==> config.mk <==
export PLATFORM = sky130hd
export DESIGN_NAME = epi_ext_irq
export DESIGN_NICKNAME = d
export VERILOG_FILES = /design/src/epi_pkg.sv /design/src/epi_pin_change.sv /design/src/epi_ext_irq.sv
export VERILOG_INCLUDE_DIRS = /design/src
export SDC_FILE = /design/constraint.sdc
export NUM_CORES = 1
export LEC_CHECK = 0
export BUFFER_PORTS_ARGS = -buffer_cell sky130_fd_sc_hd__buf_2
export CORE_ASPECT_RATIO = 0.5
export CORE_MARGIN = 5
export CORE_UTILIZATION = 45
export DETAILED_ROUTE_END_ITERATION = 7
export HOLD_SLACK_MARGIN = 0.03
export MAX_ROUTING_LAYER = met4
export PLACE_DENSITY = 0.83
export SLEW_MARGIN = 25
export SYNTH_ARGS = -nofsm -noshare
export SYNTH_HDL_FRONTEND = slang
export SYNTH_HIERARCHICAL = 1
export SYNTH_SLANG_ARGS = --single-unit
==> constraint.sdc <==
create_clock -name hclk -period 4.8 [get_ports hclk]
set_input_delay 0.24 -clock hclk [delete_from_list [all_inputs] [get_ports hclk]]
set_output_delay 0.24 -clock hclk [all_outputs]
set_load 0.005 [all_outputs]
==> src/epi_consts.svh <==
`ifndef EPI_CONSTS_SVH
`define EPI_CONSTS_SVH

// register indices, byte address is four times the index
`define EPI_IDX_PC_MASK      8'h10
`define EPI_IDX_PC_FLAG      8'h11
`define EPI_IDX_PC_CONTROL   8'h12
`define EPI_IDX_EXT_MASK     8'h13
`define EPI_IDX_EXT_FLAG     8'h14
`define EPI_IDX_EXT_SENSE    8'h15

// field positions
`define EPI_BIT_ENABLE       0
`define EPI_BIT_FLAG         0
`define EPI_SENSE_LSB        0
`define EPI_SENSE_MSB        1

// reset values
`define EPI_RST_PC_MASK      4'h0
`define EPI_RST_SENSE        2'h0
`define EPI_RST_BIT          1'b0

// sense encodings
`define EPI_SENSE_LOW        2'h0
`define EPI_SENSE_CHANGE     2'h1
`define EPI_SENSE_FALL       2'h2
`define EPI_SENSE_RISE       2'h3

// program word addresses of entries
`define EPI_VEC_RESET        10'h000
`define EPI_VEC_EXT          10'h001
`define EPI_VEC_PIN_CHANGE   10'h002
`define EPI_VEC_TIMER_CAPT   10'h003
`define EPI_VEC_TIMER_OVF    10'h004
`define EPI_VEC_TIMER_CMPA   10'h005
`define EPI_VEC_TIMER_CMPB   10'h006
`define EPI_VEC_COMPARATOR   10'h007
`define EPI_VEC_WATCHDOG     10'h008
`define EPI_VEC_SUPPLY_MON   10'h009
`define EPI_VEC_CONVERTER    10'h00A

`endif

==> src/epi_pkg.sv <==
package epi_pkg;

	typedef enum logic {
		bus_idle,
		bus_data
	} epi_bus_state_type;

endpackage

==> src/epi_pin_change.sv <==
`timescale 1ns/1ps

module epi_pin_change #(
	parameter int N = 4
) (
	// clock and reset
	input  wire logic         hclk,
	input  wire logic         hresetn,
	input  wire logic         clk_en,
	// pins and selection
	input  wire logic [N-1:0] pins,
	input  wire logic [N-1:0] mask,
	// result
	output logic      [N-1:0] mismatch
);

	logic [N-1:0] reference;

	// per-pin reference level, compared without a clock edge
	genvar i;
	generate
		for (i = 0; i < N; i++) begin : g_pin
			always_ff @(posedge hclk or negedge hresetn) begin
				if (!hresetn) begin
					reference[i] <= 1'b0;
				end else if (clk_en) begin
					reference[i] <= pins[i];
				end
			end
			assign mismatch[i] = mask[i] & (pins[i] ^ reference[i]);
		end
	endgenerate

endmodule

==> src/epi_ext_irq.sv <==
`timescale 1ns/1ps
`include "epi_consts.svh"

module epi_ext_irq #(
	parameter int PC_N  = 4,
	parameter int VEC_W = 10
) (
	// clock, reset, i/o clock enable
	input  wire logic              hclk,
	input  wire logic              hresetn,
	input  wire logic              clk_en,
	// ahb-lite slave
	input  wire logic              hsel,
	input  wire logic [31:0]       haddr,
	input  wire logic [1:0]        htrans,
	input  wire logic              hwrite,
	input  wire logic [2:0]        hsize,
	input  wire logic [31:0]       hwdata,
	input  wire logic              hready,
	output logic      [31:0]       hrdata,
	output logic                   hreadyout,
	output logic                   hresp,
	// pins
	input  wire logic              ext_irq_pin,
	input  wire logic [PC_N-1:0]   pin_change_inputs,
	// core interrupt sequencer
	input  wire logic              status_global_enable,
	input  wire logic              irq_ack,
	output logic                   irq_request,
	output logic      [VEC_W-1:0]  irq_vector,
	output logic                   wake_request
);

	epi_pkg::epi_bus_state_type bus_state;
	logic              rd_q;
	logic [7:0]        idx_q;
	logic              hit_q;
	logic              accept;
	logic              commit;
	logic              wr_ext_flag;
	logic              wr_pc_flag;
	logic [PC_N-1:0]   pin_change_mask;
	logic              pin_change_group_enable;
	logic              pin_change_group_flag;
	logic              ext_irq_enable;
	logic              ext_pin_flag;
	logic [1:0]        sense_select;
	logic              pin_sample;
	logic              pin_prev;
	logic              edge_hit;
	logic              level_low;
	logic [PC_N-1:0]   pc_mismatch;
	logic              pc_event;
	logic              ext_pend;
	logic              pc_pend;
	logic              ack_ext;
	logic              ack_pc;
	logic [31:0]       next_rdata;
	logic              next_request;
	logic [VEC_W-1:0]  next_vector;

	// bus decode
	assign accept = hsel & htrans[1] & hready;
	assign commit = (bus_state == epi_pkg::bus_data) & clk_en;
	assign wr_ext_flag = commit & !rd_q & hit_q & (idx_q == `EPI_IDX_EXT_FLAG)
		& hwdata[`EPI_BIT_FLAG];
	assign wr_pc_flag = commit & !rd_q & hit_q & (idx_q == `EPI_IDX_PC_FLAG)
		& hwdata[`EPI_BIT_FLAG];

	always_ff @(posedge hclk or negedge hresetn) begin
		if (!hresetn) begin
			bus_state <= epi_pkg::bus_idle;
			rd_q      <= 1'b0;
			idx_q     <= 8'h00;
			hit_q     <= 1'b0;
			hreadyout <= 1'b1;
		end else if (clk_en) begin
			unique case (bus_state)
				epi_pkg::bus_idle: begin
					if (accept) begin
						bus_state <= epi_pkg::bus_data;
						rd_q      <= !hwrite;
						idx_q     <= haddr[9:2];
						hit_q     <= (haddr[31:10] == 22'h00_0000) & (haddr[1:0] == 2'h0);
						hreadyout <= 1'b0;
					end
				end
				epi_pkg::bus_data: begin
					bus_state <= epi_pkg::bus_idle;
					hreadyout <= 1'b1;
				end
			endcase
		end
	end

	always_ff @(posedge hclk or negedge hresetn) begin
		if (!hresetn) begin
			hresp <= 1'b0;
		end else begin
			hresp <= 1'b0;
		end
	end

	// read mux, unmapped reads zero
	always_comb begin
		next_rdata = 32'h0000_0000;
		if (hit_q) begin
			unique case (idx_q)
				`EPI_IDX_PC_MASK:    next_rdata[PC_N-1:0] = pin_change_mask;
				`EPI_IDX_PC_FLAG:    next_rdata[`EPI_BIT_FLAG] = pin_change_group_flag;
				`EPI_IDX_PC_CONTROL: next_rdata[`EPI_BIT_ENABLE] = pin_change_group_enable;
				`EPI_IDX_EXT_MASK:   next_rdata[`EPI_BIT_ENABLE] = ext_irq_enable;
				`EPI_IDX_EXT_FLAG:   next_rdata[`EPI_BIT_FLAG] =
					ext_pin_flag & (sense_select != `EPI_SENSE_LOW);
				`EPI_IDX_EXT_SENSE:  next_rdata[`EPI_SENSE_MSB:`EPI_SENSE_LSB] = sense_select;
				default:             next_rdata = 32'h0000_0000;
			endcase
		end
	end

	always_ff @(posedge hclk or negedge hresetn) begin
		if (!hresetn) begin
			hrdata <= 32'h0000_0000;
		end else if (commit && rd_q) begin
			hrdata <= next_rdata;
		end
	end

	// control registers
	always_ff @(posedge hclk or negedge hresetn) begin
		if (!hresetn) begin
			pin_change_mask         <= PC_N'(`EPI_RST_PC_MASK);
			pin_change_group_enable <= `EPI_RST_BIT;
			ext_irq_enable          <= `EPI_RST_BIT;
			sense_select            <= `EPI_RST_SENSE;
		end else if (commit && !rd_q && hit_q) begin
			unique case (idx_q)
				`EPI_IDX_PC_MASK:    pin_change_mask <= hwdata[PC_N-1:0];
				`EPI_IDX_PC_CONTROL: pin_change_group_enable <= hwdata[`EPI_BIT_ENABLE];
				`EPI_IDX_EXT_MASK:   ext_irq_enable <= hwdata[`EPI_BIT_ENABLE];
				`EPI_IDX_EXT_SENSE:  sense_select <= hwdata[`EPI_SENSE_MSB:`EPI_SENSE_LSB];
				default:             sense_select <= sense_select;
			endcase
		end
	end

	// pin sampling; pin levels are seen whatever the pin direction
	always_ff @(posedge hclk or negedge hresetn) begin
		if (!hresetn) begin
			pin_sample <= 1'b1;
			pin_prev   <= 1'b1;
		end else if (clk_en) begin
			pin_sample <= ext_irq_pin;
			pin_prev   <= pin_sample;
		end
	end

	// sense selection on the sampled pin
	always_comb begin
		unique case (sense_select)
			`EPI_SENSE_CHANGE: edge_hit = pin_sample ^ pin_prev;
			`EPI_SENSE_FALL:   edge_hit = pin_prev & !pin_sample;
			`EPI_SENSE_RISE:   edge_hit = !pin_prev & pin_sample;
			default:           edge_hit = 1'b0;
		endcase
	end
	assign level_low = (sense_select == `EPI_SENSE_LOW) & !pin_sample;

	epi_pin_change #(
		.N        (PC_N)
	) u_pin_change (
		.hclk     (hclk),
		.hresetn  (hresetn),
		.clk_en   (clk_en),
		.pins     (pin_change_inputs),
		.mask     (pin_change_mask),
		.mismatch (pc_mismatch)
	);
	assign pc_event = |pc_mismatch;

	// service entry clears the flag of the vector being presented
	assign ack_ext = irq_ack & irq_request & (irq_vector == `EPI_VEC_EXT);
	assign ack_pc  = irq_ack & irq_request & (irq_vector == `EPI_VEC_PIN_CHANGE);

	// external flag, set wins over clear
	always_ff @(posedge hclk or negedge hresetn) begin
		if (!hresetn) begin
			ext_pin_flag <= `EPI_RST_BIT;
		end else if (clk_en) begin
			if (sense_select == `EPI_SENSE_LOW) begin
				ext_pin_flag <= 1'b0;
			end else if (edge_hit) begin
				ext_pin_flag <= 1'b1;
			end else if (ack_ext || wr_ext_flag) begin
				ext_pin_flag <= 1'b0;
			end
		end
	end

	// pin-change flag, set wins over clear
	always_ff @(posedge hclk or negedge hresetn) begin
		if (!hresetn) begin
			pin_change_group_flag <= `EPI_RST_BIT;
		end else if (clk_en) begin
			if (pc_event) begin
				pin_change_group_flag <= 1'b1;
			end else if (ack_pc || wr_pc_flag) begin
				pin_change_group_flag <= 1'b0;
			end
		end
	end

	// request gating and priority
	assign ext_pend = status_global_enable & ext_irq_enable
		& (level_low | ext_pin_flag);
	assign pc_pend = status_global_enable & pin_change_group_enable
		& pin_change_group_flag;

	always_comb begin
		next_request = ext_pend | pc_pend;
		next_vector  = `EPI_VEC_RESET;
		if (ext_pend) begin
			next_vector = `EPI_VEC_EXT;
		end else if (pc_pend) begin
			next_vector = `EPI_VEC_PIN_CHANGE;
		end
	end

	// a level removed before service simply drops the request
	always_ff @(posedge hclk or negedge hresetn) begin
		if (!hresetn) begin
			irq_request <= 1'b0;
			irq_vector  <= `EPI_VEC_RESET;
		end else if (clk_en) begin
			irq_request <= next_request;
			irq_vector  <= next_vector;
		end
	end

	// wake path runs while the i/o clock is halted
	always_ff @(posedge hclk or negedge hresetn) begin
		if (!hresetn) begin
			wake_request <= 1'b0;
		end else begin
			wake_request <= (ext_irq_enable & (sense_select == `EPI_SENSE_LOW)
				& !ext_irq_pin)
				| (pin_change_group_enable & pc_event);
		end
	end
endmodule

# Word level (Yosys, flattened, before mapping)
# Index checks and enable logic that the tools add are counted.
# W data, S select, Z words.
[totals]
register_bits = 72
wordCells = 111
inputBits = 82
out_inout_bits = 46
[classes]
eq_ne = 12
bitwise = 37
mux = 16
reduce_logical = 25
[ops]
columns = ["operator", "n"]
rows = [
  ["$eq A8 B5 Y1 const B", 6],
  ["$and A1 B1 Y1", 28],
  ["$logic_not A22 Y1", 1],
  ["$reduce_and A2 Y1", 7],
  ["$eq A10 B1 Y1 const B", 1],
  ["$eq A10 B2 Y1 const B", 1],
  ["$mux W1", 7],
  ["$mux W2", 3],
  ["$pmux W1 S2", 3],
  ["$pmux W1 S6", 1],
  ["$logic_not A1 Y1", 5],
  ["$xor A1 B1 Y1", 5],
  ["$eq A2 B2 Y1 const B", 2],
  ["$logic_not A2 Y1", 2],
  ["$mux W4", 1],
  ["$reduce_bool A2 Y1", 2],
  ["$reduce_or A4 Y1", 1],
  ["$logic_and A1 B1 Y1", 3],
  ["$or A1 B1 Y1", 3],
  ["$pmux W1 S3", 1],
  ["$reduce_and A3 Y1", 1],
  ["$reduce_bool A3 Y1", 1],
  ["$eq A2 B1 Y1 const B", 1],
  ["$logic_or A1 B1 Y1", 2],
  ["2 further kinds", 2],
]

# Depth between registers and ports, before layout
# Gate-level depths: netlist of the first run.
[logic_depth]
depth_word = 9
depth_mapped = 6
mapped_depth_nobuf = 6

# Cells and area by module
# Netlist of the first run, hierarchy kept.
[modules_own_cells]
columns = ["module", "instances", "seq_area_each_um2", "cells_per_inst", "area_per_inst_um2"]
rows = [
  ["epi_ext_irq", 1, 804.5, 199, 1883.1],
  ["epi_pin_change", 1, 100.1, 16, 205.2],
]

# Worst setup path before layout of the first run
# No wires, ideal clock.
[synth_path]
path_kind = "reg-to-reg"
from = "reg idx_q[7]"
to = "reg pin_change_mask[0]"
t_arrival_ns = 1.508
synth_period_minus_slack_ns = 1.633
path_stages_with_launch = 5
path_buffers = 0
setup_time_ns = 0.125
path_slack_ns = 3.167
required_time_ns = 4.675
cell_sequence = "dfrtp_1 nor4b_4 nand4bb_1 or3_4 mux2_4"
[synth_between]
elab_chain_cells = 2
[synth_lines]
columns = ["item", "line", "source"]
rows = [
  ["start, declared", "epi_ext_irq.sv:36", "logic [7:0] idx_q;"],
  ["start signal, assigned", "epi_ext_irq.sv:83", "idx_q <= haddr[9:2];"],
  ["$eq A8 B5 Y1", "epi_ext_irq.sv:137", "unique case (idx_q)"],
  ["$reduce_and A2 Y1 (no line)", "n/a", ""],
  ["end signal, assigned", "epi_ext_irq.sv:132", "pin_change_mask <= PC_N'(`EPI_RST_PC_MASK);"],
  ["end signal, assigned", "epi_ext_irq.sv:138", "`EPI_IDX_PC_MASK: pin_change_mask <= hwdata[PC_N-1:0];"],
  ["end, declared", "epi_ext_irq.sv:42", "logic [PC_N-1:0] pin_change_mask;"],
]
# No other way between the ends.
# A chain may end at the register's enable or synchronous reset.

# Final worst setup path of the first run
[layout_path]
from = "reg idx_q[7]"
to = "reg sense_select[1]"
[layout_between]
elab_chain_cells = 2
[layout_lines]
columns = ["item", "line", "source"]
rows = [
  ["$eq A8 B5 Y1", "epi_ext_irq.sv:137", ""],
  ["$reduce_and A2 Y1 (no line)", "n/a", ""],
  ["end signal, assigned", "epi_ext_irq.sv:135", "sense_select <= `EPI_RST_SENSE;"],
  ["end signal, assigned", "epi_ext_irq.sv:141", "`EPI_IDX_EXT_SENSE: sense_select <= hwdata[`EPI_SENSE_MSB:`EPI_SENSE_LSB];"],
  ["end signal, assigned", "epi_ext_irq.sv:142", "default: sense_select <= sense_select;"],
  ["end, declared", "epi_ext_irq.sv:47", "logic [1:0] sense_select;"],
]
# No other way between the ends.

==> results.cfg, run 1 <==
[routing]
firstDrtPassIters = 4
vias_per_cell = 4.86
wl_um = 4460
routedWlPerCell_um = 13.4
ant_nets = 0
drtIter0Drc = 47
dr_total_vias = 1614
drcViolationCount = 0

[timing]
slew_headroom = 0.483
worst_pin_slew_ns = 0.776
setup_viol = 0
fin_skew_ns = 0.00554
period_share = 0.377
setup-tns-final_ns = 0
final-hold-violation-count = 0
setup_slack_ns = 2.99
fmax_mhz = 553
rsz0062_at_grt = no
post-route-min-period_ns = 1.81
slew_violations = 0

[global_route]
overflow = 0
grt_pass1_wl_um = 7210
grt_use_total = 0.152
grt_pass1_vias = 1588
grt_max_degree = 37
grt_antenna_before_repair = 0

[die]
core_area_um2 = 4450
dieArea_um2 = 6190
rows = 17
die_h_um = 58.2
dieWidth_um = 106
start_util = 0.470
io_pins = 128

[power_and_ir_drop]
ir_drop_uv = 116
leakage_nw = 1.20
powerDensity_nw_per_um2 = 276

[synthesis]
synth_edf_count = 0
synth_mux_area_frac = 0.0827
synthTopCellsByArea = dfrtp_1, buf_4, nand2_1
synth_top_family_by_area = simple AND/OR/NAND/NOR gates
synth_compound_gate_area_share = 0.0821
syn_inst = 215
synth-seq-area-share = 0.433
yosys.area_share.adder = 0.0120
syn_area_um2 = 2090
synth.distinct_cells = 44
synth-simple-area-share = 0.216
synth-seq-cells = 36
synthArstFlopShare = 1.00
synth.largest_area_cell = dfrtp_1
syn_avg_cell_area_um2 = 9.71
synth_top_area_share = 0.395
synthFlopType = dfrtp_1
synthXorXnorAreaFrac = 0.0168
yosys_warnings = 6

[setup_path]
worstPathArrival_ns = 1.97
start_kind = flop
cpPeakStageDelay_ns = 0.41
critical_path.top_delay_family = simple AND/OR/NAND/NOR gates
worstSetupPathType = flop to flop
end_kind = flop
crit_buf_inv = 0
crit_chain = nor4b_4 -> nor4b_4 -> and3_1 -> mux2_2
r2r_slack_ns = 2.99
cp.required_ns = 4.96
worst_path_most_repeated_cell = nor4b_4
worst-path-max-fanout = 5
cp_slowest_cell = dfrtp_1

[finish]
fillers = 390
layout-drive-gt1-share = 0.295
syn_to_final_growth_pct = 13.3
nets = 358
stdcell_area_um2 = 2370
antennaDiodeCount = 0

[clock_tree]
cts-root-buf = clkbuf_8
cts_tree = yes
cts_hold_buffers = 0
path_clk_slew_ns = 0.07
cts_max_level = 2
cts_buffers = 5
post_cts_resized = 0
cts_setup_buffers = 0
cts_sinks = 36
clock_latency_ns = 0.28
clock_path_buffers = 2

[place]
pre_cts_slack_ns = 2.93
dpl.hpwl_um = 3440
placed_area_um2 = 2290
io_buffers = 58
place_congestion = 0.816

[job]
maxCapViolCount = 0

[run_status]
status = complete, no violations

[hold_path]
hp-class = primary input to asynchronous set/reset pin
[final timing paths]
kind | depth (start not counted) | start | to
max | 4 | idx_q[7]$_DFFE_PN0P_ | sense_select[1]$_DFFE_PN0P_
min | 1 | hresetn | idx_q[3]$_DFFE_PN0P_
max reg2reg | 4 | idx_q[7]$_DFFE_PN0P_ | sense_select[1]$_DFFE_PN0P_
min reg2reg | 2 | idx_q[5]$_DFFE_PN0P_ | idx_q[5]$_DFFE_PN0P_
max in group asynchronous | 1 | hresetn | ext_pin_flag$_DFFE_PN0P_
min in group hclk | 3 | haddr[5] | idx_q[3]$_DFFE_PN0P_
[worst reg2reg max path, delay by kind of cell (launching register included)]
kind	cells	cell delay [ns]
DFF	1	0.41
muxes	1	0.35
and+or+nand+nor	3	0.93
[flip-flops by register name (all words and copies together) (netlist names)]
signal,cells
idx_q,8
irq_vector,2
ext_irq_enable,1
pin_change_group_flag,1
pin_sample,1
irq_request,1
pin_change_group_enable,1
wake_request,1
pin_prev,1
u_pin_change/reference,4
ext_pin_flag,1
sense_select,2
hrdata,4
hreadyout,1
bus_state,1
hit_q,1
pin_change_mask,4
rd_q,1
[cell families (layout without fill, tap and decap cells)]
kind of cell,Yosys count,in the layout
and+or+nand+nor,81,81
buffers and inverters,49,73
DFF,36,36
AOI/OAI and AO/OA,28,28
muxes,14,14
xor gates and xnor gates,4,4
adders and majority gates,2,2
other,1,37
[metal layers]
layer | up-vias | wire (um) | GRT usage
li1 | 784 | - | -
met1 | 753 | 1880 | 0.177
met2 | 70 | 2240 | 0.261
met3 | 7 | 263 | 0.0267
met4 | 0 | 73 | 0.0720
met5 | - | 0 | -
[through the flow]
stage                      util  instances  power (mW)  hold WS [ns]
after detailed placement  0.514        324       0.455         0.358
final                     0.532        332       0.652        0.0238
after global routing      0.532        332       0.691        0.0911
after CTS                 0.532        332       0.656        0.0469
after floorplan               -        251       0.432       -0.0556
after global placement    0.514        324       0.449         0.347
[where the power goes]
group / internal (mW) / switching (mW)
sequential: 0.331 / 0.0298
clock: 0.103 / 0.0979
combinational: 0.0397 / 0.0514
total: 0.473 / 0.179
[synth_stat cells, types with 3 or more instances]
master,count
a21oi_1,4
o21ai_0,14
nor2_1,4
inv_1,7
mux2_4,4
nand4_1,3
nand3_1,4
dfstp_2,3
mux2_1,4
nand2_1,41
clkbuf_1,3
nor4_1,7
xor2_1,4
buf_4,37
and2_1,4
dfrtp_1,33
mux2_2,6
[cell type report]
class,count,area [um2],area share
clock buffer,8,80.1,0.0338
inverter,7,26.3,0.0111
multi-input combinational,166,993,0.420
sequential,36,905,0.382
tap,57,71.3,0.0301
timing repair buffer,58,290,0.123
[cell usage in the layout (no fill, tap or decap), drive strengths merged, types with 3 or more instances in the layout]
cell type  instances
xor2               4
dfrtp             33
mux2              14
nor4               7
clkbuf             8
conb              37
buf               58
and2               4
dfstp              3
inv                7
o21ai             14
nor2               4
nand2             41
a21oi              4
nand4              3
nand3              4
Power figures use the tool's default switching activity.
==> run 2, diff against run 1 <==
Settings changed: CORE_UTILIZATION 45 to 39, PLACE_DENSITY 0.83 to 0.77.
Clock period 4.8 ns to 1.6 ns, I/O delays scaled along.
==> run 2 against run 1 <==
Against the previous run:
- the run now ends with setup timing left
- die area rose by 13%
- fmax increased by 4.6%
- register-to-register slack got worse by 3.1 ns
- hold slack better by 0.014 ns
- non-clock buffer count increased by 24
- final area increased by 12%
- global-route usage about the same
- critical path type unchanged
==> results.cfg, run 2 (synthesized netlist as in run 1, its figures left out) <==
[run_status]
status = complete, but fails checks
violations = setup timing

[routing]
routedWlPerCell_um = 13.0
dr_total_vias = 1733
vias_per_cell = 4.70
firstDrtPassIters = 4
drtIter0Drc = 85
drcViolationCount = 0
wl_um = 4800
ant_nets = 0

[die]
core_area_um2 = 5040
dieWidth_um = 113
dieArea_um2 = 7010
rows = 18
io_pins = 128
start_util = 0.414
die_h_um = 61.7

[place]
dpl.hpwl_um = 3680
io_buffers = 58
placed_area_um2 = 2380
pre_cts_slack_ns = -0.115
place_congestion = 0.900

[finish]
nets = 382
fin_util = 0.524
largest_reg_flops = 8
antennaDiodeCount = 0
regMostFlops = idx_q
layout-drive-gt1-share = 0.318
stdcell_area_um2 = 2640
syn_to_final_growth_pct = 26.5
layout_commonest_cell = buf_2
mostFrequentLayoutCells = buf_2, nand2_1, conb_1
fillers = 445

[setup_path]
worstSetupPathType = flop to flop
worst-path-max-fanout = 4
end_kind = flop
start_kind = flop
cp.required_ns = 1.77
worstPathArrival_ns = 1.90

[clock_tree]
cts_buffers = 5
cts_setup_buffers = 0
clock_latency_ns = 0.29
cts-root-buf = clkbuf_8
clock_path_buffers = 2
cts_sinks = 36
cts_max_level = 2
path_clk_slew_ns = 0.07
cts_tree = yes

[hold_path]
hp-class = primary input to flop

[power_and_ir_drop]
ir_drop_uv = 395
leakage_nw = 1.32
powerDensity_nw_per_um2 = 838
fin_total_pwr_mw = 2.22

[timing]
fin_skew_ns = 0.0138
post-route-min-period_ns = 1.73
rsz0062_at_grt = yes
setup_slack_ns = -0.129
fmax_mhz = 578
final-hold-violation-count = 0
slew_violations = 0
slew_headroom = 0.472
setup_viol = 8
worst_pin_slew_ns = 0.792
period_share = 1.08

[global_route]
grt_pass1_wl_um = 8090
grt_max_degree = 37
grt_use_total = 0.152
grt_antenna_before_repair = 0
grt_pass1_vias = 1786
overflow = 0

[job]
maxCapViolCount = 0
## run 2: cell types whose count changed in the layout (fill, tap and decap cells not counted)
cell / delta
mux2_4: +2
buf_4: +10
o21ai_0: -1
nand3_1: -1
clkbuf_1: -2
dlygate4sd3_1: +14
and3_1: -1
mux2_2: -2
and3_4: +1
o21ai_1: +1
nand3_2: +1
clkinv_2: +1
bufinv_16: +1
## run 2: area by class of cell
class,count,area (um2),share of cell area
inverters,7,26.3,0.00994
well taps,70,87.6,0.0331
clock inverters,2,35.0,0.0133
repair buffers,82,505,0.191
clock buffers,6,72.6,0.0275
multi-input cells,166,1010,0.383
flip-flops and latches,36,905,0.342
## run 2: critical path, stage by stage (launching register included)
cell and delay (ns):
dfrtp_1 0.40, nor4b_4 0.34, nand4bb_1 0.17, or3_4 0.39
mux2_4 0.31
## run 2: final timing paths
kind | startpoint | slack, ns | end | cells after the start
max | idx_q[7]$_DFFE_PN0P_ | -0.13 | pin_change_mask[2]$_DFFE_PN0P_ | 4
min reg2reg | idx_q[5]$_DFFE_PN0P_ | 0.48 | idx_q[5]$_DFFE_PN0P_ | 2
min in group asynchronous | hresetn | 0.41 | hrdata[1]$_DFFE_PN0P_ | 2
max reg2reg | idx_q[7]$_DFFE_PN0P_ | -0.13 | pin_change_mask[2]$_DFFE_PN0P_ | 4
max in group asynchronous | hresetn | 0.68 | irq_vector[1]$_DFFE_PN0P_ | 2
min | pin_change_inputs[1] | 0.04 | u_pin_change/reference[1]$_DFFE_PN0P_ | 2
## run 2: what timing repair did
item / CTS / global route
hold buffers: 13 / 1
pin swaps: 1 / 2
hold endpoints to repair: 45 / 1
endpoints found under the setup margin: 8 / 10
resized for setup: 4 / 1
## run 2: report_power, final
group / total, mW / leakage [nW] / internal [mW] / switching (mW)
Clock: 0.785 / 0.0552 / 0.462 / 0.323
Sequential: 1.05 / 0.464 / 0.992 / 0.0591
Combinational: 0.380 / 0.804 / 0.181 / 0.199
Total: 2.22 / 1.32 / 1.64 / 0.580
## run 2: per-stage QoR
stage          TNS (ns)  hold slack (ns)  cells
6_report         -0.845           0.0380    369
3_3_place_gp     -0.392            0.185    347
4_1_cts          -0.852           0.0319    368
2_1_floorplan    -0.195           -0.216    251
3_5_place_dp     -0.751            0.219    347
5_1_grt           -1.88           0.0319    369
## run 2: layer usage
layer	share of wire	wire, um	track usage	up-vias
li1	-	-	-	834
met3	0.066	315	0.0280	4
met5	0	0	-	-
met4	0.010	49	0.0599	0
met1	0.41	1980	0.172	829
met2	0.51	2450	0.278	66
==> run 3, diff against run 2 <==
Settings changed: PLACE_DENSITY 0.77 to 0.84.
Clock period 1.6 ns to 1.4 ns, I/O delays scaled along.
==> run 3 against run 2 <==
Against the previous run:
- the run still ends with setup timing left
- combinational power is 28% higher
- hold slack better by 0.0037 ns
- die area stayed put
- clock-buffer cell count increased by 2
- critical path depth is 1 higher
- fmax decreased by 3.0%
- non-clock buffer count rose by 10
- sequential cell count did not move
- routed wire length grew 23%
- sequential power up 14%
- register-to-register slack got worse by 0.25 ns
- total power up 11%
- critical endpoint is now ext_irq_enable$_DFFE_PN0P_
==> results.cfg, run 3 (synthesized netlist as in run 1, its figures left out) <==
[power_and_ir_drop]
powerDensity_nw_per_um2 = 887
ir_drop_uv = 372
leakage_nw = 1.41

[place]
numPlacedInstances = 354
pre_cts_slack_ns = -0.323
place_congestion = 0.910
dpl.hpwl_um = 3980
io_buffers = 58

[setup_path]
cp_slowest_cell = dfrtp_1
worst_path_most_repeated_cell = nor4b_4
worst-path-max-fanout = 4
crit_chain = nor4b_4 -> nor4b_4 -> buf_4 -> nand4b_1 -> mux2_2
cpPeakStageDelay_ns = 0.41
r2r_slack_ns = -0.38
start_kind = flop
cp.required_ns = 1.58
worstPathArrival_ns = 1.96
worstSetupPathType = flop to flop
end_kind = flop

[timing]
setup_slack_ns = -0.383
post-route-min-period_ns = 1.78
fin_skew_ns = 0.00461
slew_violations = 0
period_share = 1.27
rsz0062_at_grt = yes
setup_viol = 12
setup-tns-final_ns = -3.79
fmax_mhz = 561
final-hold-violation-count = 0

[routing]
vias_per_cell = 4.98
drtIter0Drc = 206
firstDrtPassIters = 4
ant_nets = 0
drcViolationCount = 0
dr_total_vias = 1887
wl_um = 5920
routedWlPerCell_um = 15.6

[run_status]
status = complete, but fails checks
violations = setup timing

[die]
die_h_um = 61.7
dieArea_um2 = 7010
io_pins = 128
rows = 18
start_util = 0.414
dieWidth_um = 113
core_area_um2 = 5040

[clock_tree]
clock_latency_ns = 0.29
cts_buffers = 5
cts_sinks = 36
cts-root-buf = clkbuf_8
cts_max_level = 2
cts_tree = yes
clock_path_buffers = 2
path_clk_slew_ns = 0.07

[finish]
largest_reg_flops = 8
finalNonFillerCells = 379
nets = 392
syn_to_final_growth_pct = 32.6
regMostFlops = idx_q
antennaDiodeCount = 0
layout_commonest_cell = buf_2
fin_util = 0.549
layout-drive-gt1-share = 0.356
mostFrequentLayoutCells = buf_2, nand2_1, conb_1

[global_route]
overflow = 0
grt_pass1_vias = 1975
grt_max_degree = 21
grt_antenna_before_repair = 0
grt_pass1_wl_um = 9260
grt_use_total = 0.177

[job]
maxCapViolCount = 0

[hold_path]
hp-class = primary input to flop
## run 3: what timing repair did
action | CTS | global route
pin swaps | 5 | 8
hold endpoints to repair | 47 | 0
hold buffers | 14 | 0
endpoints found under the setup margin | 12 | 20
setup buffers | 1 | 4
gates resized for setup | 8 | 9
## run 3: routing by layer
metal,global-route usage,vias up,share of wire
li1,-,854,-
met1,0.186,857,0.36
met2,0.322,132,0.50
met3,0.0338,44,0.086
met4,0.110,0,0.051
met5,-,-,0
## run 3: power by group
group	switching [mW]	internal [mW]
Combinational	0.268	0.221
Sequential	0.0684	1.13
Clock	0.364	0.401
## run 3: stage by stage
| step | hold slack [ns] | area (um2) | power, mW |
|---|---|---|---|
| finish | 0.0417 | 2770 | 2.46 |
| global route | 0.0428 | 2770 | 2.57 |
| CTS | 0.0369 | 2710 | 2.43 |
| detailed placement | 0.0200 | 2440 | 1.63 |
| global placement | 0.00687 | 2440 | 1.60 |
| floorplan | -0.226 | 2220 | 1.48 |
## run 3: area by class of cell
type / count / area (um2)
multi-input cells: 166 / 1070
well taps: 70 / 87.6
inverters: 7 / 26.3
fillers: 406 / 2280
repair buffers: 92 / 593
clock buffers: 8 / 90.1
flip-flops and latches: 36 / 905
## run 3: path summary, 6_finish.rpt
check | startpoint | end | cells past startpoint
worst max-delay path | idx_q[7]$_DFFE_PN0P_ | ext_irq_enable$_DFFE_PN0P_ | 5
worst min-delay path | pin_change_inputs[3] | u_pin_change/reference[3]$_DFFE_PN0P_ | 2
worst min register to register | idx_q[5]$_DFFE_PN0P_ | idx_q[5]$_DFFE_PN0P_ | 2
max in group asynchronous | hresetn | pin_sample$_DFFE_PN1P_ | 3
worst max register to register | idx_q[7]$_DFFE_PN0P_ | ext_irq_enable$_DFFE_PN0P_ | 5
min in group asynchronous | hresetn | idx_q[5]$_DFFE_PN0P_ | 2
## run 3: worst max-delay path: cells and delay by family (launching register included)
family | cells | cell delay (ns)
multiplexers | 1 | 0.30
AND/OR/NAND/NOR | 3 | 0.79
flip-flops | 1 | 0.41
buffers and inverters | 1 | 0.17
